File: config.mk
export PLATFORM = sky130hd
export DESIGN_NAME = txy_top
export DESIGN_NICKNAME = d
export VERILOG_FILES = /design/src/hdl/txy_pkg.sv /design/src/hdl/txy_timer.sv /design/src/hdl/txy_top.sv
export SDC_FILE = /design/constraint.sdc
export NUM_CORES = 1
export LEC_CHECK = 0
export BUFFER_PORTS_ARGS = -buffer_cell sky130_fd_sc_hd__buf_2
export CAP_MARGIN = 10
export CORE_MARGIN = 4
export CORE_UTILIZATION = 30
export DETAILED_ROUTE_END_ITERATION = 10
export PLACE_DENSITY = 0.53
export REMOVE_ABC_BUFFERS = 1
export SLEW_MARGIN = 20
export SYNTH_ARGS = -nofsm -noshare
export SYNTH_HDL_FRONTEND = slang
export SYNTH_SLANG_ARGS = --single-unit
File: constraint.sdc
create_clock -name ref_clk_in -period 3.45 [get_ports ref_clk_in]
set_clock_uncertainty 0.15 [all_clocks]
set_input_delay 0.1725 -clock ref_clk_in [delete_from_list [all_inputs] [get_ports ref_clk_in]]
set_output_delay 0.1725 -clock ref_clk_in [all_outputs]
set_load 0.1 [all_outputs]
File: src/hdl/txy_pkg.sv
package txy_pkg;

    // register indexes; the byte address is four times the index
    localparam int       TXY_IDX_W      = 8;
    localparam logic [7:0] TXY_IDX_T2   = 8'h22;
    localparam logic [7:0] TXY_IDX_MODE = 8'h23;
    localparam logic [7:0] TXY_IDX_TX   = 8'h25;
    localparam logic [7:0] TXY_IDX_TY   = 8'h27;
    localparam logic [7:0] TXY_IDX_CSS  = 8'h28;

    // timer slots
    localparam int TXY_NUM_TIMERS = 3;
    localparam int TXY_T2         = 0;
    localparam int TXY_TX         = 1;
    localparam int TXY_TY         = 2;

    // timer xy mode register fields
    localparam int TXY_MODE_X_LSB = 0;
    localparam int TXY_EDGE_X_BIT = 2;
    localparam int TXY_STOP_X_BIT = 3;
    localparam int TXY_MODE_Y_LSB = 4;
    localparam int TXY_EDGE_Y_BIT = 6;
    localparam int TXY_STOP_Y_BIT = 7;

    // count source select fields
    localparam int TXY_CSS_W      = 3;
    localparam int TXY_CSS_X_BIT  = 0;
    localparam int TXY_CSS_Y_BIT  = 1;
    localparam int TXY_CSS_12_BIT = 2;

    // reset values
    localparam logic [7:0] TXY_CNT_RST  = 8'hff;
    localparam logic [7:0] TXY_MODE_RST = 8'h00;
    localparam logic [2:0] TXY_CSS_RST  = 3'h0;

    // source dividers
    localparam int TXY_DIV_SLOW = 16;
    localparam int TXY_DIV_FAST = 2;
    localparam int TXY_DIV_W    = $clog2(TXY_DIV_SLOW);

    // synchronised pin inputs
    localparam int TXY_SYNC_W    = 4;
    localparam int TXY_SYNC_PINX = 0;
    localparam int TXY_SYNC_PINY = 1;
    localparam int TXY_SYNC_SUB  = 2;
    localparam int TXY_SYNC_LOW  = 3;

    typedef enum logic [1:0] {
        TXY_MODE_TIMER,
        TXY_MODE_PULSE,
        TXY_MODE_EVENT,
        TXY_MODE_WIDTH
    } txy_mode_t;

    typedef struct packed {
        txy_mode_t mode;
        logic      edge_sel;
        logic      stop;
    } txy_tmr_ctl_t;

    typedef struct packed {
        logic [7:0] count;
        logic       underflow;
        logic       pin_level;
        logic       pin_oe;
        logic       pin_irq;
    } txy_tmr_stat_t;

endpackage

File: src/hdl/txy_timer.sv
`timescale 1ns/1ps
module txy_timer
    import txy_pkg::*;
#(
    parameter int         CNT_W     = 8,
    parameter logic [7:0] RESET_VAL = TXY_CNT_RST
) (
    input  wire logic          ref_clk_in,
    input  wire logic          rst_in,
    input  wire logic          clk_en_in,
    input  wire logic          tick_in,
    input  wire logic          load_in,
    input  wire logic [7:0]    load_val_in,
    input  wire txy_tmr_ctl_t  ctl_in,
    input  wire logic          pin_in,
    output txy_tmr_stat_t      stat_out
);

    if (CNT_W != 8) begin : g_bad_width
        $error("txy_timer: count registers are eight bits wide");
    end

    typedef struct packed {
        logic [7:0] cnt;
        logic [7:0] latch;
        logic       pin_prev;
        logic       level;
        logic       oe;
        logic       uf;
        logic       pin_irq;
    } txy_tmr_state_t;

    txy_tmr_state_t q;
    txy_tmr_state_t d;

    always_comb begin
        logic rise;
        logic fall;
        logic step;
        rise = 1'b0;
        fall = 1'b0;
        step = 1'b0;
        d = q;
        d.uf = 1'b0;
        d.pin_prev = pin_in;
        rise = pin_in & ~q.pin_prev;
        fall = ~pin_in & q.pin_prev;
        d.pin_irq = ctl_in.edge_sel ? rise : fall;
        unique case (ctl_in.mode)
            TXY_MODE_TIMER: step = tick_in;
            TXY_MODE_PULSE: step = tick_in;
            TXY_MODE_EVENT: step = ctl_in.edge_sel ? fall : rise;
            TXY_MODE_WIDTH: step = tick_in & (pin_in != ctl_in.edge_sel);
        endcase
        step = step & ~ctl_in.stop;
        if (load_in) begin
            d.cnt   = load_val_in;
            d.latch = load_val_in;
        end else if (step) begin
            if (q.cnt == 8'h00) begin
                d.cnt = q.latch;
                d.uf  = 1'b1;
                if (ctl_in.mode == TXY_MODE_PULSE) begin
                    d.level = ~q.level;
                end
            end else begin
                d.cnt = q.cnt - 8'h01;
            end
        end
        // start level outside pulse mode and on its first cycle, so mode and edge written together agree
        if (ctl_in.mode != TXY_MODE_PULSE || !q.oe) begin
            d.level = ~ctl_in.edge_sel;
        end
        d.oe = (ctl_in.mode == TXY_MODE_PULSE);
    end

    always_ff @(posedge ref_clk_in) begin
        if (rst_in) begin
            q.cnt      <= RESET_VAL;
            q.latch    <= RESET_VAL;
            q.pin_prev <= 1'b0;
            q.level    <= 1'b1;
            q.oe       <= 1'b0;
            q.uf       <= 1'b0;
            q.pin_irq  <= 1'b0;
        end else if (clk_en_in) begin
            q <= d;
        end
    end

    assign stat_out.count     = q.cnt;
    assign stat_out.underflow = q.uf;
    assign stat_out.pin_level = q.level;
    assign stat_out.pin_oe    = q.oe;
    assign stat_out.pin_irq   = q.pin_irq;

endmodule

File: src/hdl/txy_top.sv
// Function
// - count write loads counter and latch together
// - each count register is eight bits
// - select bit 0: divide by 16 or 2
// - select bit 1: divide by 16 or 2
// - select bit 2: path from /16 or subclock
// - select bits 3 to 7 read zero
// - mode bits 1:0 pick timer X mode
// - mode bits 5:4 pick timer Y mode
// - mode bit 3 stops timer X
// - mode bit 7 stops timer Y
// - edge bits 2 and 6 act per mode
// - edge bit picks pin interrupt edge
// - pulse output starts high on bit 0
// - event mode counts rising on bit 0
// - width mode measures high on bit 0
`timescale 1ns/1ps
module txy_top
    import txy_pkg::*;
(
    input  wire logic        ref_clk_in,
    input  wire logic        rst_in,
    input  wire logic        clk_en_in,
    input  wire logic        hsel_in,
    input  wire logic [31:0] haddr_in,
    input  wire logic [1:0]  htrans_in,
    input  wire logic        hwrite_in,
    input  wire logic [2:0]  hsize_in,
    input  wire logic        hready_in,
    input  wire logic [31:0] hwdata_in,
    output logic      [31:0] hrdata_out,
    output logic             hreadyout_out,
    output logic             hresp_out,
    input  wire logic        sub_clk_in,
    input  wire logic        low_speed_in,
    input  wire logic        counter_pin_x_in,
    output logic             counter_pin_x_out,
    output logic             counter_pin_x_oe_out,
    input  wire logic        counter_pin_y_in,
    output logic             counter_pin_y_out,
    output logic             counter_pin_y_oe_out,
    output logic             timer_2_irq_out,
    output logic             timer_x_irq_out,
    output logic             timer_y_irq_out,
    output logic             counter_pin_x_irq_out,
    output logic             counter_pin_y_irq_out
);

    typedef struct packed {
        logic [TXY_SYNC_W-1:0] s1;
        logic [TXY_SYNC_W-1:0] s2;
        logic [TXY_SYNC_W-1:0] s3;
        logic [TXY_SYNC_W-1:0] filt;
        logic                  sub_prev;
        logic [TXY_DIV_W-1:0]  div;
        logic [7:0]            mode;
        logic [TXY_CSS_W-1:0]  css;
        logic                  wr_pend;
        logic                  rd_pend;
        logic [TXY_IDX_W-1:0]  idx;
        logic                  hready;
        logic [31:0]           hrdata;
    } txy_top_state_t;

    localparam logic [TXY_DIV_W-1:0] DIV_SLOW_LAST = TXY_DIV_W'(TXY_DIV_SLOW - 1);
    localparam logic [TXY_DIV_W-1:0] DIV_FAST_MASK = TXY_DIV_W'(TXY_DIV_FAST - 1);
    localparam logic [TXY_IDX_W-1:0] CNT_IDX [TXY_NUM_TIMERS] = '{TXY_IDX_T2, TXY_IDX_TX, TXY_IDX_TY};

    txy_top_state_t q;
    txy_top_state_t d;

    logic                  sub_tick;
    logic                  base_tick;
    logic                  div_slow_tick;
    logic                  div_fast_tick;
    logic                  addr_ok;
    logic                  take;
    logic [TXY_SYNC_W-1:0] raw_pins;

    logic          tick     [TXY_NUM_TIMERS];
    logic          load     [TXY_NUM_TIMERS];
    txy_tmr_ctl_t  ctl      [TXY_NUM_TIMERS];
    logic          pin_sync [TXY_NUM_TIMERS];
    txy_tmr_stat_t stat     [TXY_NUM_TIMERS];

    assign raw_pins[TXY_SYNC_PINX] = counter_pin_x_in;
    assign raw_pins[TXY_SYNC_PINY] = counter_pin_y_in;
    assign raw_pins[TXY_SYNC_SUB]  = sub_clk_in;
    assign raw_pins[TXY_SYNC_LOW]  = low_speed_in;

    // source clocking: main clock rate, or subclock edges in low-speed mode
    assign sub_tick      = q.filt[TXY_SYNC_SUB] & ~q.sub_prev;
    assign base_tick     = q.filt[TXY_SYNC_LOW] ? sub_tick : 1'b1;
    assign div_slow_tick = base_tick & (q.div == DIV_SLOW_LAST);
    assign div_fast_tick = base_tick & ((q.div & DIV_FAST_MASK) == DIV_FAST_MASK);

    assign tick[TXY_T2] = q.css[TXY_CSS_12_BIT] ? sub_tick : div_slow_tick;
    assign tick[TXY_TX] = q.css[TXY_CSS_X_BIT] ? div_fast_tick : div_slow_tick;
    assign tick[TXY_TY] = q.css[TXY_CSS_Y_BIT] ? div_fast_tick : div_slow_tick;

    // timer 2 has no pin and no mode of its own
    assign ctl[TXY_T2].mode     = TXY_MODE_TIMER;
    assign ctl[TXY_T2].edge_sel = 1'b0;
    assign ctl[TXY_T2].stop     = 1'b0;
    assign pin_sync[TXY_T2]     = 1'b0;

    assign ctl[TXY_TX].mode     = txy_mode_t'(q.mode[TXY_MODE_X_LSB +: 2]);
    assign ctl[TXY_TX].edge_sel = q.mode[TXY_EDGE_X_BIT];
    assign ctl[TXY_TX].stop     = q.mode[TXY_STOP_X_BIT];
    assign pin_sync[TXY_TX]     = q.filt[TXY_SYNC_PINX];

    assign ctl[TXY_TY].mode     = txy_mode_t'(q.mode[TXY_MODE_Y_LSB +: 2]);
    assign ctl[TXY_TY].edge_sel = q.mode[TXY_EDGE_Y_BIT];
    assign ctl[TXY_TY].stop     = q.mode[TXY_STOP_Y_BIT];
    assign pin_sync[TXY_TY]     = q.filt[TXY_SYNC_PINY];

    genvar gi;
    generate
        for (gi = 0; gi < TXY_NUM_TIMERS; gi++) begin : g_timer
            assign load[gi] = q.wr_pend & (q.idx == CNT_IDX[gi]);

            txy_timer #(
                .CNT_W     (8),
                .RESET_VAL (TXY_CNT_RST)
            ) u_timer (
                .ref_clk_in  (ref_clk_in),
                .rst_in      (rst_in),
                .clk_en_in   (clk_en_in),
                .tick_in     (tick[gi]),
                .load_in     (load[gi]),
                .load_val_in (hwdata_in[7:0]),
                .ctl_in      (ctl[gi]),
                .pin_in      (pin_sync[gi]),
                .stat_out    (stat[gi])
            );
        end
    endgenerate

    // ahb address phase
    assign addr_ok = (haddr_in[31:TXY_IDX_W+2] == '0);
    assign take    = hsel_in & hready_in & htrans_in[1];

    always_comb begin
        d = q;
        // three-stage pin synchroniser, a change counts once stages 2 and 3 agree
        d.s1       = raw_pins;
        d.s2       = q.s1;
        d.s3       = q.s2;
        d.filt     = (q.s2 & q.s3) | (q.filt & (q.s2 ^ q.s3));
        d.sub_prev = q.filt[TXY_SYNC_SUB];
        if (base_tick) begin
            d.div = q.div + TXY_DIV_W'(1);
        end

        // data phase of a write
        if (q.wr_pend) begin
            unique case (q.idx)
                TXY_IDX_MODE: d.mode = hwdata_in[7:0];
                TXY_IDX_CSS:  d.css  = hwdata_in[TXY_CSS_W-1:0];
                default:      d.mode = q.mode;
            endcase
        end

        // read data one cycle after the address phase, with one wait state
        if (q.rd_pend) begin
            unique case (q.idx)
                TXY_IDX_T2:   d.hrdata = {24'h000000, stat[TXY_T2].count};
                TXY_IDX_TX:   d.hrdata = {24'h000000, stat[TXY_TX].count};
                TXY_IDX_TY:   d.hrdata = {24'h000000, stat[TXY_TY].count};
                TXY_IDX_MODE: d.hrdata = {24'h000000, q.mode};
                TXY_IDX_CSS:  d.hrdata = {29'h0, q.css};
                default:      d.hrdata = 32'h00000000;
            endcase
        end

        d.wr_pend = take & hwrite_in;
        d.rd_pend = take & ~hwrite_in;
        d.hready  = ~(take & ~hwrite_in);
        if (take) begin
            d.idx = addr_ok ? haddr_in[TXY_IDX_W+1:2] : '0;
        end
    end

    always_ff @(posedge ref_clk_in) begin
        if (rst_in) begin
            q.s1       <= '0;
            q.s2       <= '0;
            q.s3       <= '0;
            q.filt     <= '0;
            q.sub_prev <= 1'b0;
            q.div      <= '0;
            q.mode     <= TXY_MODE_RST;
            q.css      <= TXY_CSS_RST;
            q.wr_pend  <= 1'b0;
            q.rd_pend  <= 1'b0;
            q.idx      <= '0;
            q.hready   <= 1'b1;
            q.hrdata   <= 32'h00000000;
        end else if (clk_en_in) begin
            q <= d;
        end
    end

    assign hrdata_out    = q.hrdata;
    assign hreadyout_out = q.hready;
    assign hresp_out     = 1'b0;

    assign counter_pin_x_out     = stat[TXY_TX].pin_level;
    assign counter_pin_x_oe_out  = stat[TXY_TX].pin_oe;
    assign counter_pin_y_out     = stat[TXY_TY].pin_level;
    assign counter_pin_y_oe_out  = stat[TXY_TY].pin_oe;
    assign timer_2_irq_out       = stat[TXY_T2].underflow;
    assign timer_x_irq_out       = stat[TXY_TX].underflow;
    assign timer_y_irq_out       = stat[TXY_TY].underflow;
    assign counter_pin_x_irq_out = stat[TXY_TX].pin_irq;
    assign counter_pin_y_irq_out = stat[TXY_TY].pin_irq;

    // only word transfers are meaningful; other sizes act on the low byte
    logic unused_hsize;
    assign unused_hsize = ^hsize_in;

endmodule

* Word-level counts from Yosys, hierarchy flattened *
Cells that the tools add are included.

word-level totals
  flip-flop bits (word level) = 134
  input bits = 79
  output and inout bits = 43

cells by class
  add/subtract/negate cells = 4
  eq/ne operators = 18
  muxes and demuxes = 40
  bitwise gates (word level) = 35
  reductions and logical operators = 34

operators by type and width
  operator                                                            count
  8-bit two-way mux                                                   10
  8-bit by 6-bit == test with 1-bit output, second input constant     5
  8-bit one-hot mux with 5 select lines                               1
  1-bit two-way mux                                                   27
  8-bit zero test                                                     3
  8-bit by 1-bit subtractor with 8-bit output, second input constant  3
  22-bit zero test                                                    1
  1-bit bitwise AND                                                   18
  2-bit AND reduction                                                 9
  2-bit nonzero test                                                  9
  1-bit inverter                                                      13
  5-bit AND reduction                                                 2
  4-bit bitwise AND                                                   2
  2-bit == test, second input constant                                4
  1-bit one-hot mux with 3 select lines                               2
  3-bit AND reduction                                                 2
  4-bit by 1-bit adder with 4-bit output, second input constant       1
  2-bit by 1-bit == test with 1-bit output, second input constant     2
  4-bit == test, second input constant                                1
  2-bit zero test                                                     2
  2-bit by 1-bit != test with 1-bit output, second input constant     2
  2-bit != test, second input constant                                2
  4-bit OR                                                            1
  2-bit OR reduction                                                  2
  4 further kinds                                                     7

* Depth between registers and ports, before layout *
Gate-level depths: netlist of the first run.

  depth after elaboration = 11
  depth in mapped cells = 8

* Modules after synthesis *
A second synthesis of the first run with hierarchy kept.

unflattened totals
  cells, all modules = 817
  area, all modules = 6,762.7 sq um

modules (own cells, without submodules)
  module     instances  cells an instance  area an instance (sq um)
  txy_timer  3          176                1,382.6
  txy_top    1          289                2,615.0

* Least setup slack after synthesis of the first run *
OpenSTA, ideal clock, no wires.

  path kind = register to register
  start point = register g_timer[0].u_timer.q, in the netlist g_timer[0].u_timer.stat_out[7]
  end point = register g_timer[0].u_timer.q, in the netlist g_timer[0].u_timer.stat_out[7]
  setup time = 0.144 ns
  arrival = 2.100 ns
  required time = 3.156 ns
  path slack = 1.056 ns
  cell stages (with the launch flop) = 8
  period minus slack after synthesis = 2.394 ns
  cell sequence = dfxtp_1 buf_6 or4_4 or4b_4 buf_6 mux2_4 mux2i_1 a22oi_1

between the ends
  cells in the longest elaborated chain, start to end = 4
  elaborated cells between the ends (all ways) = 5
  classes of those cells = add/sub: 1; mux: 3; reduce/logical: 1

ends and longest elaborated chain
  what                                                                            RTL line                          source
  from (decl)                                                                     txy_timer.sv:33                   txy_tmr_state_t q;
  8-bit by 1-bit subtractor with 8-bit output or 8-bit zero test (tied branches)  txy_timer.sv:67, txy_timer.sv:60
  8-bit two-way mux (*)                                                           txy_timer.sv:60                   if (q.cnt == 8'h00) begin
  8-bit two-way mux (*)                                                           txy_timer.sv:59                   end else if (step) begin
  8-bit two-way mux (*)                                                           txy_timer.sv:56                   if (load_in) begin

Every way passes the cells marked *; elsewhere a longest branch is shown, timed or not. The select of a mux whose other input is x is not followed.
A chain may end at the register's enable or synchronous reset.

* Worst setup path in the final report of the first run *
  start point = register q[40] (netlist bit)
  end point = register g_timer[2].u_timer.q, in the netlist g_timer[2].u_timer.stat_out[6]

between the ends
  cells in the longest elaborated chain, start to end = 4
  elaborated cells between the ends (all ways) = 5
  classes of those cells = eq/ne: 1; mux: 1; bitwise: 1; reduce/logical: 2

ends and longest elaborated chain
  what                                          RTL line         source
  from (decl)                                   txy_top.sv:69    txy_top_state_t q;
  8-bit by 6-bit == test with 1-bit output (*)  txy_top.sv:120   assign load[gi] = q.wr_pend & (q.idx == CNT_IDX[gi]);
  1-bit bitwise AND (*)                         txy_top.sv:120
  2-bit nonzero test (no source line)           -
  2-bit AND reduction (no source line)          -
  to (decl)                                     txy_timer.sv:33

Every way passes the cells marked *; elsewhere a longest branch is shown, timed or not.

==> impl_metrics.tcl, run 1 <==
set metrics [dict create \
    status "completed" \
    min_period_ps 2740 \
    cp_max_fo 15 \
    n_fill_cell 2089 \
    r2r_setup_slack_ps 710 \
    maxSlewViolCount 0 \
    cts_resized 0 \
    io_buffers 66 \
    area_delta_synth_final_pct 13.8 \
    setup_ws_ps 710 \
    synth_area_um2 6010 \
    final_common_cell "dfxtp_1" \
    clkLatencyLatePin_ps 360 \
    io_pins 122 \
    reg2reg_depth 5 \
    dpl.cell_count 995 \
    post_cts_buffers 0 \
    drive_gt1_frac 0.158 \
    track_usage 0.152 \
    wirelength_um 16600 \
    yosysWarningCount 0 \
    rsz0062_at_grt "false" \
    initial_core_util 0.307 \
    fin_nets 844 \
    cts_buffers 9 \
    cts_root_buffer "clkbuf_16" \
    vias 5086 \
    viasPerCell 4.97 \
    drt_iter0_drc 362 \
    dieArea_um2 22400 \
    antenna_found_initial 0 \
    synth_top_flop_cell "dfxtp_1" \
    critPathRequiredTime_ps 3510 \
    criticalPathCategory "flop to flop" \
    fin_area_um2 6840 \
    hold_slack_ps 22.3 \
    clock_path_buffers 2 \
    worstHoldStart "htrans_in[1]" \
    wl_per_cell_um 16.2 \
    cp_data_arrival_time_ps 2800 \
    dp_hpwl_um 11800 \
    period_share 0.794 \
    leakage_nw 2.90 \
    first_pass_iters 5 \
    diodes 0 \
    cts.htree.levels 3 \
    grt_pass1_vias 4764 \
    hold_path.class "primary input to flop" \
    final-hold-violation-count 0 \
    cts_tree "yes" \
    yosysSeqAreaShare 0.366 \
    ir_drop_uv 209 \
    p_per_area_nw_per_um2 373 \
    preCtsSetupSlack_ps 718 \
    place_area_um2 6440 \
    end_kind "flop" \
    slew_headroom 0.348 \
    grt_max_degree 37 \
    synth_enable_flop_cells 0 \
    reg2reg_to "g_timer[2].u_timer.stat_out[6]" \
    place.gp.congestion 0.825 \
    tightest_slew_ps 972 \
    drv_cap 0 \
    drc 0 \
    ys_seq_elements 110 \
    syn_inst 697 \
    max_freq_ghz 0.365 \
    dieHeight_um 150 \
    finalNonFillerCells 1024 \
    hold_path_depth 4 \
    r2r-start "q[40]" \
    cts_num_sinks 110 \
    overflow 0 \
    grt_pass1_wl_um 26800 \
    min_to "hreadyout_out" \
    final_cell_mix "dfxtp_1, nor2_1, nand2_1, mux2i_1, buf_2" \
    syn_avg_cell_area_um2 8.63 \
    die_x_um 150 \
    drt.antenna.violating_nets 0 \
    setup_viol 0 \
    core_um2 19600 \
    core.rowCount 51 \
    ys_async_sr_fraction 0 \
    fin_setup_tns_ps 0 \
    synth.distinct_cells 67 \
    path_clk_slew_ps 70 \
    cp-start-kind "flop" \
]
[cell usage after synthesis, drive strengths merged, types with 8 or more instances]
master	instances	area, um2
o21ai	15	75.1
nand2b	8	50.1
a22oi	23	173
nor3	17	113
nand2	69	259
nor4	11	98.8
mux2i	65	651
inv	16	60.1
clkbuf	30	123
dfxtp	110	2200
a21oi	35	175
buf	44	333
o211ai	9	67.6
nand3	18	95.1
ha	11	138
nor2	84	315
[stage by stage]
step | total power [mW] | util
floorplan | 1.49 | -
global placement | 1.59 | 0.329
detailed placement | 1.59 | 0.329
CTS | 2.58 | 0.349
global route | 2.66 | 0.349
finish | 2.55 | 0.349
[flip-flops by register name, indices dropped and copies added (netlist names)]
signal	cells
q	23
pin_sync	2
g_timer.u_timer.q	26
d	9
ctl	8
hrdata_out	8
hreadyout_out	1
g_timer.u_timer.stat_out	33
[routing by layer]
layer,up-vias,global-route usage,routed length (um)
li1,2566,-,-
met1,2362,0.219,8070
met2,142,0.230,7280
met3,16,0.0321,990
met4,0,0.0421,260
met5,-,0,0
[critical path, stage by stage, from the launching register on]
cell and delay [ps]:
dfxtp_1 320, or4b_4 680, nor3_4 360, nand3_1 350, a21oi_1 550, a32oi_1 180
[cell families (layout without fill, tap and decap cells)]
kind of cell	after synthesis	after routing	share of synthesized area
xor+xnor	13	13	0.0189
fa+ha+maj	11	11	0.0229
mux	72	72	0.122
other cells	1	25	0.000624
compound gates	137	137	0.159
simple gates	262	262	0.224
buf+inv	91	129	0.0864
flops	110	110	0.366
[repair_timing]
action	4_1_cts	5_1_grt
endpoints found under the setup margin	0	0
hold endpoints to repair	13	0
hold buffers	13	0
[worst max path at each step]
stage           from                              end  cells after the start
3_5_place_dp   q[40]   g_timer[2].u_timer.stat_out[4]                      5
3_3_place_gp   q[40]  g_timer[2].u_timer.stat_out[10]                      5
4_1_cts        q[40]  g_timer[2].u_timer.stat_out[10]                      5
5_1_grt        q[54]   g_timer[2].u_timer.stat_out[4]                      6
2_1_floorplan  q[33]   g_timer[2].u_timer.stat_out[2]                      4
6_report       q[40]   g_timer[2].u_timer.stat_out[6]                      5
[layout make-up]
class,instances,area [um2],share of cell area
Multi-Input combinational cell,520,3390,0.495
Inverter,17,63.8,0.00932
Clock inverter,5,36.3,0.00530
Clock buffer,11,233,0.0340
Tap cell,265,332,0.0484
Timing Repair Buffer,96,591,0.0863
Sequential cell,110,2200,0.322
[power breakdown]
part / internal, mW / switching, mW
clock network: 0.493 / 0.488
logic: 0.0551 / 0.224
registers: 1.28 / 0.00934
Note: power is estimated with default switching activity, not from simulation.
==> inputs of run 2 (changes only) <==
clock period = 2.76 ns   (was 3.45 ns; I/O delays follow)
==> impl_metrics.tcl, run 2 (synthesis gave the netlist of run 1 again) <==
set metrics [dict create \
    drt_iter0_drc 265 \
    cts_buffers 9 \
    crit_chain "or4b_4 -> buf_4 -> nor3_4 -> nand3_1 -> and2_0 -> o311ai_0" \
    grt_max_degree 67 \
    drt.antenna.violating_nets 0 \
    grt_pass1_wl_um 27000 \
    overflow 0 \
    final_cell_mix "dfxtp_1, nor2_1, nand2_1, mux2i_1, buf_2" \
    fin_setup_tns_ps 0 \
    wl_per_cell_um 16.0 \
    first_pass_iters 6 \
    vias 5209 \
    cp_max_fo 9 \
    cp_data_arrival_time_ps 2650 \
    path_clk_slew_ps 70 \
    criticalPathCategory "flop to flop" \
    rsz0062_at_grt "false" \
    viasPerCell 4.98 \
    cts_num_sinks 110 \
    wirelength_um 16700 \
    status "completed" \
    drc 0 \
    dieArea_um2 22400 \
    drive_gt1_frac 0.178 \
    grt_pass1_vias 4908 \
    p_per_area_nw_per_um2 454 \
    critPathRequiredTime_ps 2860 \
    cp_slowest_cell "or4b_4" \
    setup_viol 0 \
    area_delta_synth_final_pct 16.7 \
    end_kind "flop" \
    cts_tree "yes" \
    finalPower_mw 3.19 \
    hold_path.class "primary input to flop" \
    final-hold-violation-count 0 \
    max_freq_ghz 0.392 \
    leakage_nw 3.00 \
    final_common_cell "dfxtp_1" \
    ir_drop_uv 255 \
    place.gp.congestion 0.818 \
    core.rowCount 51 \
    fin_nets 866 \
    clkLatencyLatePin_ps 350 \
    track_usage 0.152 \
    cts_root_buffer "clkbuf_16" \
    dieHeight_um 150 \
    r2r_setup_slack_ps 210 \
    diodes 0 \
    io_pins 122 \
    min_period_ps 2550 \
    initial_core_util 0.307 \
    largest_reg_flops 33 \
    antenna_found_initial 0 \
    cts.htree.levels 3 \
    cts_resized 0 \
    drv_cap 0 \
    die_x_um 150 \
    period_share 0.925 \
    clock_path_buffers 2 \
    maxSlewViolCount 0 \
    crit_path_max_incr_delay_ps 620 \
    io_buffers 66 \
    tightest_slew_ps 880 \
    slew_headroom 0.409 \
    cp-start-kind "flop" \
    dp_hpwl_um 12000 \
    core_um2 19600 \
]
[run 2: cell types whose count changed in the layout (fill, tap and decap cells not counted), sizes merged]
cell	change
buf	+18
clkbuf	-2
clkinv	-2
clkinvlp	+2
dlygate4sd3	+4
inv	+1
[run 2: repair_timing]
item | CTS | global route
hold endpoints to repair | 19 | 1
setup buffers | 0 | 0
hold buffers | 16 | 1
[run 2: power breakdown]
group          leakage [nW]  switching [mW]  internal, mW
Clock                 0.127           0.609         0.607
Sequential            0.891         0.00974          1.60
Combinational          1.98           0.284        0.0760
[run 2: worst paths after layout]
path | startpoint | endpoint | cells past startpoint
setup reg to reg | q[40] | g_timer[2].u_timer.stat_out[4] | 6
hold / removal | hready_in | hreadyout_out | 4
hold reg to reg | hreadyout_out | hreadyout_out | 2
setup / recovery | q[40] | g_timer[2].u_timer.stat_out[4] | 6
[run 2: layout make-up]
| cell class | instances | area, um2 |
|---|---|---|
| Fill cell | 2063 | 12600 |
| Multi-Input combinational cell | 520 | 3390 |
| Timing Repair Buffer | 118 | 766 |
| Sequential cell | 110 | 2200 |
| Tap cell | 265 | 332 |
| Clock buffer | 9 | 225 |
| Inverter | 17 | 63.8 |
| Clock inverter | 6 | 38.8 |
[run 2: per-stage QoR]
| step | std cells | utilization | cell area [um2] | worst slack [ps] | hold slack [ps] |
|---|---|---|---|---|---|
| CTS | 1044 | 0.358 | 7000 | 214 | 1.20 |
| finish | 1045 | 0.358 | 7010 | 208 | 18.2 |
| detailed placement | 1013 | 0.336 | 6580 | 221 | 231 |
| floorplan | 647 | - | 5650 | 109 | 57.1 |
| global placement | 1013 | 0.336 | 6580 | 269 | 224 |
| global route | 1045 | 0.358 | 7010 | 36.4 | 11.8 |
[run 2: critical path: cells and delay by family (launching register included)]
family | cells | cell delay, ps
compound gates | 1 | 350
flops | 1 | 320
buf+inv | 1 | 220
simple gates | 4 | 1410
[run 2: metal layers]
metal,up-vias,wire [um],GRT usage
met4,0,155,0.0339
met3,11,991,0.0339
li1,2610,-,-
met2,153,7540,0.243
met1,2435,8050,0.211
met5,-,0,0
==> inputs of run 3 (changes only) <==
PLACE_DENSITY = 0.52   (was 0.53)
SYNTH_HIERARCHICAL = 1   (was default)
==> impl_metrics.tcl, run 3 <==
set metrics [dict create \
    status "completed" \
    end_kind "flop" \
    final-hold-violation-count 0 \
    first_pass_iters 5 \
    n_fill_cell 2230 \
    startpoint "q[40]" \
    drt_iter0_drc 456 \
    critPathRequiredTime_ps 2900 \
    initial_core_util 0.309 \
    drc 0 \
    die_x_um 156 \
    dp_hpwl_um 13200 \
    core_um2 21300 \
    rsz0062_at_grt "false" \
    leakage_nw 2.87 \
    fin_setup_tns_ps 0 \
    place.gp.congestion 0.847 \
    synth_area_um2 6580 \
    wl_met3_um 1030 \
    viasPerCell 5.19 \
    cts_num_sinks 111 \
    antenna_found_initial 0 \
    cts_buffers 9 \
    wl_met1_um 8760 \
    dieArea_um2 24400 \
    dieHeight_um 156 \
    wl_met2_um 8510 \
    cts_tree "yes" \
    clock_path_buffers 2 \
    vias 5861 \
    area_delta_synth_final_pct 11.7 \
    fin_nets 939 \
    worstHoldStart "hwdata_in[5]" \
    syn_avg_cell_area_um2 8.29 \
    final_cell_mix "dfxtp_1, nand2_1, nor2_1, buf_2, a21oi_1" \
    cp_data_arrival_time_ps 2710 \
    overflow 0 \
    cts.htree.levels 3 \
    core.rowCount 53 \
    r2r-start "q[40]" \
    io_pins 122 \
    min_period_ps 2570 \
    finalPower_mw 3.37 \
    grt_pass1_vias 5392 \
    cts_root_buffer "clkbuf_16" \
    setup_viol 0 \
    cts_resized 0 \
    cp_max_fo 12 \
    grt_max_degree 38 \
    max_freq_ghz 0.389 \
    routed.top_layer "met4" \
    tightest_slew_ps 888 \
    yosysWarningCount 6 \
    syn_inst 793 \
    post_cts_buffers 0 \
    wl_per_cell_um 16.4 \
    criticalPathCategory "flop to flop" \
    track_usage 0.152 \
    grt_pass1_wl_um 29600 \
    cp-start-kind "flop" \
    fin_util 0.345 \
    largest_reg_flops 33 \
    hold_path.class "primary input to flop" \
    maxSlewViolCount 0 \
    drt.antenna.violating_nets 0 \
    clkLatencyLatePin_ps 360 \
    io_buffers 66 \
    ir_drop_uv 284 \
    slew_headroom 0.408 \
    final_common_cell "dfxtp_1" \
    wirelength_um 18600 \
    path_clk_slew_ps 80 \
    hold_slack_ps 6.72 \
    drv_cap 0 \
    period_share 0.932 \
    drive_gt1_frac 0.153 \
    p_per_area_nw_per_um2 459 \
]
-- run 3: repair_timing --
| item | in CTS | in global routing |
|---|---|---|
| endpoints found under the setup margin | 0 | 0 |
| endpoints found under the hold margin | 17 | 0 |
| hold buffers | 16 | 0 |
-- run 3: layout make-up --
cell class / count / area [um2] / share of cell area
multi-input cells: 594 / 3680 / 0.501
flip-flops and latches: 111 / 2220 / 0.303
repair buffers: 111 / 708 / 0.0965
well taps: 275 / 344 / 0.0469
clock buffers: 10 / 229 / 0.0312
inverters: 22 / 82.6 / 0.0112
clock inverters: 6 / 76.3 / 0.0104
diodes: 1 / 2.50 / 0.000341
-- run 3: critical path: stages, from the launching register on --
cell,delay [ps]
dfxtp_1,320
or4b_4,540
nor4b_1,340
buf_4,190
and2_1,160
buf_4,200
and2_0,170
buf_4,180
a2111oi_0,80
a31oi_1,170
-- run 3: where the power goes --
| part | leakage, nW | internal (mW) | switching, mW | total (mW) |
|---|---|---|---|---|
| Combinational | 1.82 | 0.0815 | 0.297 | 0.378 |
| Clock | 0.150 | 0.722 | 0.645 | 1.37 |
| Sequential | 0.899 | 1.62 | 0.0128 | 1.63 |
| Total | 2.87 | 2.42 | 0.954 | 3.37 |
-- run 3: path summary, 6_finish.rpt --
| check | end | slack [ps] | depth (start not counted) |
|---|---|---|---|
| setup / recovery | g_timer[2].u_timer/stat_out[9] | 190 | 9 |
| hold / removal | g_timer[0].u_timer/q[10] | 7 | 3 |
| setup reg to reg | g_timer[2].u_timer/stat_out[9] | 190 | 9 |
| hold reg to reg | hrdata_out[5] | 310 | 2 |
-- run 3: through the flow --
step	cells	area (um2)	setup WS [ps]
finish	1130	7340	188
global route	1129	7340	18.0
CTS	1129	7340	187
detailed placement	1097	6870	210
global placement	1097	6870	208
floorplan	727	5980	-60.3
-- run 3: layer usage --
layer | GRT usage | vias up
met5 | 0 | -
met4 | 0.0438 | 0
met3 | 0.0319 | 15
met2 | 0.242 | 174
met1 | 0.208 | 2750
li1 | - | 2922
